==> config.mk <==
export PLATFORM = sky130hd
export DESIGN_NAME = hkd_key_detector
export DESIGN_NICKNAME = d
export VERILOG_FILES = /design/src/include/hkd_pkg.sv /design/src/verilog/hkd_debounce_timer.sv /design/src/verilog/hkd_key_detector.sv
export VERILOG_INCLUDE_DIRS = /design/src /design/src/include
export SDC_FILE = /design/constraint.sdc
export NUM_CORES = 1
export LEC_CHECK = 0
export ABC_AREA = 1
export BUFFER_PORTS_ARGS = -buffer_cell sky130_fd_sc_hd__buf_2
export CAP_MARGIN = 20
export CORE_ASPECT_RATIO = 1.4
export CORE_UTILIZATION = 66
export DETAILED_ROUTE_END_ITERATION = 7
export PLACE_DENSITY = 0.87
export SYNTH_ARGS = -nofsm -noshare
export SYNTH_HDL_FRONTEND = slang
export SYNTH_SLANG_ARGS = --single-unit
==> constraint.sdc <==
create_clock -name ref_clk -period 12 [get_ports ref_clk]
set_input_delay 1.2 -clock ref_clk [delete_from_list [all_inputs] [get_ports ref_clk]]
set_output_delay 1.2 -clock ref_clk [all_outputs]
set_load 0.1 [all_outputs]
==> src/include/hkd_regs.svh <==
// Constants for the headset key press detector: thresholds, timing and flag layout.
// Assumes a 125 MHz ref_clk and an 8-bit resistance code from the line converter.
`ifndef HKD_REGS_SVH
`define HKD_REGS_SVH

`define HKD_NUM_KEYS          4
`define HKD_OHM_PER_LSB       6
`define HKD_BIN1_DEFAULT      8'h10
`define HKD_BIN2_DEFAULT      8'h20
`define HKD_BIN3_DEFAULT      8'h30
`define HKD_BIAS_REF          4'h8
`define HKD_CLK_PERIOD_NS     8
`define HKD_DEB_UNIT_US       1
`define HKD_DEB_UNIT_CYC      ((`HKD_DEB_UNIT_US * 1000) / `HKD_CLK_PERIOD_NS)
`define HKD_PRESS_FLAG_LSB    0
`define HKD_RELEASE_FLAG_LSB  4

`endif

==> src/include/hkd_pkg.sv <==
// Types shared by the headset key press detector files.
// Assumes hkd_regs.svh holds the numeric constants.
package hkd_pkg;

  typedef enum logic [1:0] {
    HKD_IDLE,
    HKD_PRESS_DEB,
    HKD_HELD,
    HKD_RELEASE_DEB
  } hkd_state_e;

  typedef struct packed {
    logic       detect_enable;
    logic [3:0] mic_bias_code;
    logic [7:0] press_deb_units;
    logic [7:0] release_deb_units;
    logic [7:0] bin_boundary_1;
    logic [7:0] bin_boundary_2;
    logic [7:0] bin_boundary_3;
  } hkd_cfg_s;

  typedef struct packed {
    logic mic_path_ring2_switch;
    logic mic_path_sleeve_switch;
    logic gnd_path_ring2_switch;
    logic gnd_path_sleeve_switch;
  } hkd_switch_s;

  typedef struct packed {
    logic [3:0] release_flag;
    logic [3:0] press_flag;
  } hkd_flags_s;

endpackage : hkd_pkg

==> src/verilog/hkd_debounce_timer.sv <==
// Debounce timer: counts time units while a level stays steady.
// Assumes the level is already synchronised to ref_clk.
`include "hkd_regs.svh"
module hkd_debounce_timer (
  // Clock and reset
  input  wire logic       ref_clk,
  input  wire logic       reset,
  // Control
  input  wire logic       run,
  input  wire logic [7:0] limit_units,
  // Result
  output logic            expired
);

  typedef struct packed {
    logic [15:0] cyc;
    logic [8:0]  units;
    logic        expired;
  } hkd_tmr_s;

  hkd_tmr_s st_q;
  hkd_tmr_s st_d;

  // Any drop of run restarts the count, so a glitch never lets time accumulate.
  always_comb begin
    st_d = st_q;
    if (!run) begin
      st_d = '0;
    end else if (!st_q.expired) begin
      // The spare bit of units lets a limit of FFh still expire instead of wrapping to zero.
      if (st_q.units > {1'b0, limit_units}) begin
        st_d.expired = 1'b1;
      end else if (st_q.cyc == 16'(`HKD_DEB_UNIT_CYC - 1)) begin
        st_d.cyc   = '0;
        st_d.units = st_q.units + 9'h001;
      end else begin
        st_d.cyc = st_q.cyc + 16'h0001;
      end
    end
  end

  always_ff @(posedge ref_clk) begin
    if (reset) begin
      st_q <= '0;
    end else begin
      st_q <= st_d;
    end
  end

  assign expired = st_q.expired;

endmodule : hkd_debounce_timer

==> src/verilog/hkd_key_detector.sv <==
// Headset key press detector: debounces the microphone line, bins keys, keeps flags.
// Assumes line_below_thresh comes from an analog comparator (asynchronous) and
// line_code is a resistance code from a converter, stable while the line is low.
`include "hkd_regs.svh"

// Functional notes
// Monitoring stays idle until the host sets the detection enable bit.
// Host applies mic bias to the bias input before enabling detection.
// Mic location comes from switch state; only two switch patterns supported.
// A press is valid only after the line stays low past press debounce.
// Any return above threshold restarts the press debounce timer.
// Valid press sets press flag, clears release flag, asserts interrupt.
// Release past release debounce sets the release flag and asserts interrupt.
// Flags return to zero on disable or accessory removal.
// Clearing enable mid-detection halts at once and clears all flags.
// Host read of the flags clears them and releases the interrupt.
// Detection keeps running while earlier flags remain unread.
// Four keys, each with its own press and release flag.
// Bin boundaries are 6 ohm codes; first defaults to 10h, 96 ohms.
// The mic-bias setting scales the detection thresholds.
// Host programs the bias setting at or above the actual bias output.
// Host reads press plus release as one press, press only as held.
// Host treats a long-held key as held until its release is read.
// Interrupt stays low while any flag is set, high when all clear.
module hkd_key_detector (
  // Clock and reset
  input  wire logic               ref_clk,
  input  wire logic               reset,
  // Configuration from the host
  input  wire hkd_pkg::hkd_cfg_s  cfg,
  input  wire hkd_pkg::hkd_switch_s sw,
  // Accessory and line
  input  wire logic               accessory_removed,
  input  wire logic               line_below_thresh,
  input  wire logic [7:0]         line_code,
  // Host flag read
  input  wire logic               flags_read,
  // Results
  output hkd_pkg::hkd_flags_s     flags,
  output logic                    key_irq_n,
  output logic                    mic_on_sleeve,
  output logic                    config_valid
);

  typedef struct packed {
    logic                 sync1;
    logic                 sync2;
    logic [7:0]           code_s1;
    logic [7:0]           code_s2;
    hkd_pkg::hkd_state_e  state;
    logic [1:0]           key;
    hkd_pkg::hkd_flags_s  flags;
    logic                 irq_n;
    logic                 on_sleeve;
    logic                 cfg_ok;
  } hkd_det_s;

  hkd_det_s   st_q;
  hkd_det_s   st_d;
  logic       press_done;
  logic       release_done;
  logic       ring2_ok;
  logic       sleeve_ok;
  logic [11:0] b1;
  logic [11:0] b2;
  logic [11:0] b3;
  logic [11:0] code_scaled;

  assign ring2_ok  = sw.mic_path_ring2_switch && !sw.mic_path_sleeve_switch
                   && !sw.gnd_path_ring2_switch && sw.gnd_path_sleeve_switch;
  assign sleeve_ok = !sw.mic_path_ring2_switch && sw.mic_path_sleeve_switch
                   && sw.gnd_path_ring2_switch && !sw.gnd_path_sleeve_switch;

  // Boundaries scale with the bias code; a code of HKD_BIAS_REF leaves them as programmed.
  assign b1 = 12'(cfg.bin_boundary_1) * 12'(cfg.mic_bias_code);
  assign b2 = 12'(cfg.bin_boundary_2) * 12'(cfg.mic_bias_code);
  assign b3 = 12'(cfg.bin_boundary_3) * 12'(cfg.mic_bias_code);
  assign code_scaled = 12'(st_q.code_s2) * 12'(`HKD_BIAS_REF);

  hkd_debounce_timer u_press_tmr (
    .ref_clk     (ref_clk),
    .reset       (reset),
    .run         (st_q.state == hkd_pkg::HKD_PRESS_DEB && st_q.sync2),
    .limit_units (cfg.press_deb_units),
    .expired     (press_done)
  );

  hkd_debounce_timer u_release_tmr (
    .ref_clk     (ref_clk),
    .reset       (reset),
    .run         (st_q.state == hkd_pkg::HKD_RELEASE_DEB && !st_q.sync2),
    .limit_units (cfg.release_deb_units),
    .expired     (release_done)
  );

  always_comb begin
    st_d           = st_q;
    st_d.sync1     = line_below_thresh;
    st_d.sync2     = st_q.sync1;
    // The code word has no handshake; it is only used after a full debounce of steady line.
    st_d.code_s1   = line_code;
    st_d.code_s2   = st_q.code_s1;
    st_d.cfg_ok    = ring2_ok || sleeve_ok;
    st_d.on_sleeve = sleeve_ok;
    // A read clears what was there; a flag set this same cycle survives below.
    if (flags_read) begin
      st_d.flags = '0;
    end
    if (!cfg.detect_enable || accessory_removed) begin
      st_d.state = hkd_pkg::HKD_IDLE;
      st_d.flags = '0;
    end else begin
      case (st_q.state)
        hkd_pkg::HKD_IDLE: begin
          if (st_q.sync2 && st_q.cfg_ok) begin
            st_d.state = hkd_pkg::HKD_PRESS_DEB;
          end
        end
        hkd_pkg::HKD_PRESS_DEB: begin
          if (!st_q.sync2) begin
            st_d.state = hkd_pkg::HKD_IDLE;
          end else if (press_done) begin
            if (code_scaled < b1) begin
              st_d.key = 2'h0;
            end else if (code_scaled < b2) begin
              st_d.key = 2'h1;
            end else if (code_scaled < b3) begin
              st_d.key = 2'h2;
            end else begin
              st_d.key = 2'h3;
            end
            st_d.state = hkd_pkg::HKD_HELD;
          end
        end
        hkd_pkg::HKD_HELD: begin
          if (!st_q.sync2) begin
            st_d.state = hkd_pkg::HKD_RELEASE_DEB;
          end
        end
        default: begin
          if (st_q.sync2) begin
            st_d.state = hkd_pkg::HKD_HELD;
          end else if (release_done) begin
            st_d.state = hkd_pkg::HKD_IDLE;
          end
        end
      endcase
      // Flag updates override the read clear, and run regardless of unread flags.
      if (st_q.state == hkd_pkg::HKD_PRESS_DEB && st_d.state == hkd_pkg::HKD_HELD) begin
        st_d.flags.press_flag[st_d.key]   = 1'b1;
        st_d.flags.release_flag[st_d.key] = 1'b0;
      end
      if (st_q.state == hkd_pkg::HKD_RELEASE_DEB && release_done && !st_q.sync2) begin
        st_d.flags.release_flag[st_q.key] = 1'b1;
      end
    end
    st_d.irq_n = (st_d.flags == '0);
  end

  always_ff @(posedge ref_clk) begin
    if (reset) begin
      st_q       <= '0;
      st_q.state <= hkd_pkg::HKD_IDLE;
      st_q.irq_n <= 1'b1;
    end else begin
      st_q <= st_d;
    end
  end

  assign flags         = st_q.flags;
  assign key_irq_n     = st_q.irq_n;
  assign mic_on_sleeve = st_q.on_sleeve;
  assign config_valid  = st_q.cfg_ok;

  chk_disable_clears: assert property (@(posedge ref_clk) disable iff (reset)
    !cfg.detect_enable |=> flags == '0 && key_irq_n)
    else $error("flags not cleared after disable");
  chk_removal_clears: assert property (@(posedge ref_clk) disable iff (reset)
    accessory_removed |=> flags == '0)
    else $error("flags not cleared after removal");
  chk_irq_tracks_flags: assert property (@(posedge ref_clk) disable iff (reset)
    key_irq_n == (flags == '0))
    else $error("interrupt does not match flags");
  chk_no_flag_idle: assert property (@(posedge ref_clk) disable iff (reset)
    $rose(|flags.press_flag) |-> $past(cfg.detect_enable))
    else $error("press flag set while disabled");
  chk_press_needs_deb: assert property (@(posedge ref_clk) disable iff (reset)
    $rose(st_q.state == hkd_pkg::HKD_HELD) && $past(st_q.state) == hkd_pkg::HKD_PRESS_DEB
    |-> $past(press_done) && $past(st_q.sync2))
    else $error("press accepted before debounce");
  chk_glitch_restart: assert property (@(posedge ref_clk) disable iff (reset)
    st_q.state == hkd_pkg::HKD_PRESS_DEB && !st_q.sync2 && cfg.detect_enable
    && !accessory_removed |=> st_q.state == hkd_pkg::HKD_IDLE)
    else $error("glitch did not restart press debounce");
  chk_press_clr_rel: assert property (@(posedge ref_clk) disable iff (reset)
    st_q.state == hkd_pkg::HKD_PRESS_DEB && st_d.state == hkd_pkg::HKD_HELD
    |=> flags.press_flag[st_q.key] && !flags.release_flag[st_q.key] && !key_irq_n)
    else $error("press flag update wrong");
  chk_release_sets: assert property (@(posedge ref_clk) disable iff (reset)
    st_q.state == hkd_pkg::HKD_RELEASE_DEB && release_done && !st_q.sync2
    && cfg.detect_enable && !accessory_removed
    |=> flags.release_flag[$past(st_q.key)] && !key_irq_n)
    else $error("release flag not set");
  chk_read_clears: assert property (@(posedge ref_clk) disable iff (reset)
    flags_read && st_q.state == hkd_pkg::HKD_IDLE |=> flags == '0)
    else $error("read did not clear flags");
  chk_bad_switch: assert property (@(posedge ref_clk) disable iff (reset)
    !config_valid && st_q.state == hkd_pkg::HKD_IDLE |=> st_q.state == hkd_pkg::HKD_IDLE)
    else $error("detection started with unsupported switches");
  chk_first_bin_key: assert property (@(posedge ref_clk) disable iff (reset)
    st_q.state == hkd_pkg::HKD_PRESS_DEB && st_d.state == hkd_pkg::HKD_HELD
    && code_scaled < b1 |=> st_q.key == 2'h0)
    else $error("code below first boundary not sorted to first key");

  cov_press: cover property (@(posedge ref_clk) $rose(|flags.press_flag));
  cov_release: cover property (@(posedge ref_clk) $rose(|flags.release_flag));
  cov_glitch: cover property (@(posedge ref_clk)
    st_q.state == hkd_pkg::HKD_PRESS_DEB ##1 st_q.state == hkd_pkg::HKD_IDLE);
  cov_two_keys: cover property (@(posedge ref_clk) $countones(flags.press_flag) >= 2);
  cov_press_over_unread: cover property (@(posedge ref_clk)
    st_q.state == hkd_pkg::HKD_PRESS_DEB && st_d.state == hkd_pkg::HKD_HELD && flags != '0);

endmodule : hkd_key_detector
==> run_results.csv <==
group,metric,value,unit
outcome,outcome,"completed",
timing,fmax,183,MHz
global_routing,grt_overflow_total,0,
place,portBuffers,72,
timing,min_period,5.46,ns
floorplan,io_pins,73,
place,dp_hpwl,12700,um
routing,antenna_left,0,
timing,finalHoldViolCount,0,
critical_path,critPathMaxFanout,24,
global_routing,grt_use_total,0.276,
timing,fin_setup_tns,0,ns
timing,post-route-period-util,0.455,
finish,multi_input_area,0.00503,sq mm
yosys,synthArstFlopShare,0,
critical_path,cp_data_required_time,12.28,ns
pwr,ir_worst_vdd,0.104,mV
finish,area_growth,9.35,%
yosys,synth_top_area_cell,"dfxtp_1",
critical_path,cp-end-kind,"register",
clock_tree,cts_max_level,3,
timing,worst-slew-pin-transition,0.558,ns
routing,drt_pre_antenna_iters,4,
yosys,yosys_most_used_dff,"dfxtp_1",
floorplan,fp.dieW,94.3,um
routing,drc,0,
yosys,syn_nets,1337,
clock_tree,post_cts_resized,0,
pwr,leakagePower,4.63,nW
floorplan,core,0.0115,sq mm
critical_path,crit_type,"input port to register",
critical_path,critPathSlowestCell,"fa_1",
clock_tree,cts.sink_count,85,
critical_path,crit_buf_inv,3,
yosys,yosys_register_bits,85,
routing,wirelength,16000,um
place,gp_congestion,0.940,
critical_path,cpMostUsedCell,"nand2_1",
floorplan,rows,46,
global_routing,antenna_found_initial,0,
timing,finClkSkew,0.00635,ns
clock_tree,cts-hold-fix-buffers,0,
routing,drt_iter0_drc,239,
global_routing,grt_max_degree,26,
yosys,ys_seq_area_frac,0.216,
global_routing,grt_pass1_wl,28100,um
pwr,power.density,99.4,mW/mm^2
clock_tree,cts_tree,"yes",
yosys,synth.cell_area,0.00787,sq mm
routing,post_drt_via_cell_ratio,5.22,
yosys,yosys-top-cells-area,"dfxtp_1, ha_1, inv_1",
clock_tree,root_buffer,"clkbuf_16",
finish,seqCellArea,0.00170,sq mm
floorplan,dieArea,0.0124,sq mm
yosys,synthCells,1145,
timing,relSlewSlack,0.627,
timing,rsz0062_at_grt,"no",
run,maxCapViolCount,0,
finish,final_cell_mix,"inv_1, nand2_1, ha_1",
global_routing,grt_pass1_vias,6826,
finish,drive_gt1_frac,0.107,
critical_path,crit_family,"adder cells",
finish,fillers,941,
finish,num-nets-final,1396,
floorplan,start_util,0.687,
critical_path,max_stage_delay,0.58,ns
timing,setup_viol,0,
pwr,p_total,0.855,mW
routing,drt-wirelength-per-cell,11.8,um
critical_path,cp.arrival,5.74,ns
yosys,ys.warnings.count,0,
clock_tree,path_clk_slew,0.06,ns
yosys,synth.distinct_cells,45,
yosys,synth_top_area_share,0.216,
finish,mostFrequentLayoutCell,"inv_1",
yosys,synth-edff-count,0,
timing,maxSlewViolCount,0,
routing,vias,7069,
critical_path,crit_path_start_kind,"input port",
clock_tree,postCtsSetupRepairBufs,0,
worst_hold_path,hold_path.class,"register to register",
finish,diodes,0,
yosys,syn_area_per_cell,6.87,sq um
clock_tree,cts_buffer_depth,2,
clock_tree,clkLatencyLatePin,0.34,ns
floorplan,die_height,131,um
clock_tree,cts_made_buffers,9,
final timing paths:
path | start | end | slack, ns | cells after the start
setup / recovery | cfg[43] | key_irq_n | 6.54 | 27
hold reg to reg | st_d[17] | st_q[17] | 0.40 | 2
setup reg to reg | u_press_tmr.st_q[1] | u_press_tmr.st_q[15] | 9.60 | 14
hold / removal | st_d[17] | st_q[17] | 0.40 | 2
tightest hold or removal path, delay by kind of cell (launching register included):
kind          cells  cell delay, ns
simple gates      1            0.03
flops             1            0.30
buf+inv           1            0.04
per-layer routing:
layer  wire length [um]  vias up  part of all wire  track usage
met3                565       46             0.035       0.0318
met1               6620     3215              0.41        0.317
met4                531        0             0.033        0.116
li1                   -     3658                 -            -
met2               8270      150              0.52        0.500
met5                  0        -                 0            0
cell type report:
class,count,share of cell area
Multi-Input combinational cell,771,0.585
Sequential cell,85,0.198
Inverter,265,0.116
Timing Repair Buffer,72,0.0419
Clock buffer,10,0.0278
Tap cell,144,0.0209
Clock inverter,6,0.0109
synth_stat cells (3+ instances only):
cell,n
nand4_1,15
nor3_2,3
nor2_2,8
o21ai_0,30
nand2_2,7
clkbuf_1,12
fa_1,36
a31oi_1,5
nand2_1,256
nor3_1,19
a21o_1,9
dfxtp_1,85
xnor2_1,5
nand3_1,47
nor3b_1,4
nor2_1,93
buf_4,8
a21oi_1,73
inv_1,261
nor4_2,3
o21bai_1,4
nand2_4,3
ha_1,94
or2_2,4
nor4_1,7
xor2_1,25
state kept, by name, summed over array words and instances, names as in the netlist:
register	cells
u_press_tmr.st_q	25
u_release_tmr.st_q	25
st_q	13
st_d	9
flags	8
config_valid	1
key_irq_n	1
mic_on_sleeve	1
u_press_tmr.expired	1
u_release_tmr.expired	1
metrics by stage:
| stage | std cells | worst slack [ns] | area [sq um] | hold slack (ns) | util |
|---|---|---|---|---|---|
| finish | 1353 | 6.54 | 8600 | 0.403 | 0.751 |
| global route | 1353 | 6.11 | 8600 | 0.429 | 0.751 |
| floorplan | 1145 | 6.79 | 7870 | 0.388 | - |
| detailed placement | 1337 | 6.25 | 8270 | 0.396 | 0.722 |
| global placement | 1337 | 6.40 | 8270 | 0.390 | 0.722 |
| CTS | 1353 | 6.57 | 8600 | 0.404 | 0.751 |
where the power goes:
part	leakage (nW)	switching (mW)	internal, mW	total, mW
combinational	3.79	0.156	0.107	0.263
sequential	0.689	0.00276	0.286	0.288
clock	0.160	0.115	0.190	0.304
total	4.63	0.273	0.582	0.855
cells by family (layout without fill, tap and decap cells):
family | count (synthesis) | after routing | share of synthesized area
AOI/OAI and AO/OA | 133 | 133 | 0.0941
xor gates and xnor gates | 30 | 30 | 0.0334
adders and majority gates | 130 | 130 | 0.241
buffers and inverters | 289 | 353 | 0.145
DFF | 85 | 85 | 0.216
and+or+nand+nor | 478 | 478 | 0.271
No activity file was read; power rests on OpenSTA's default activity.
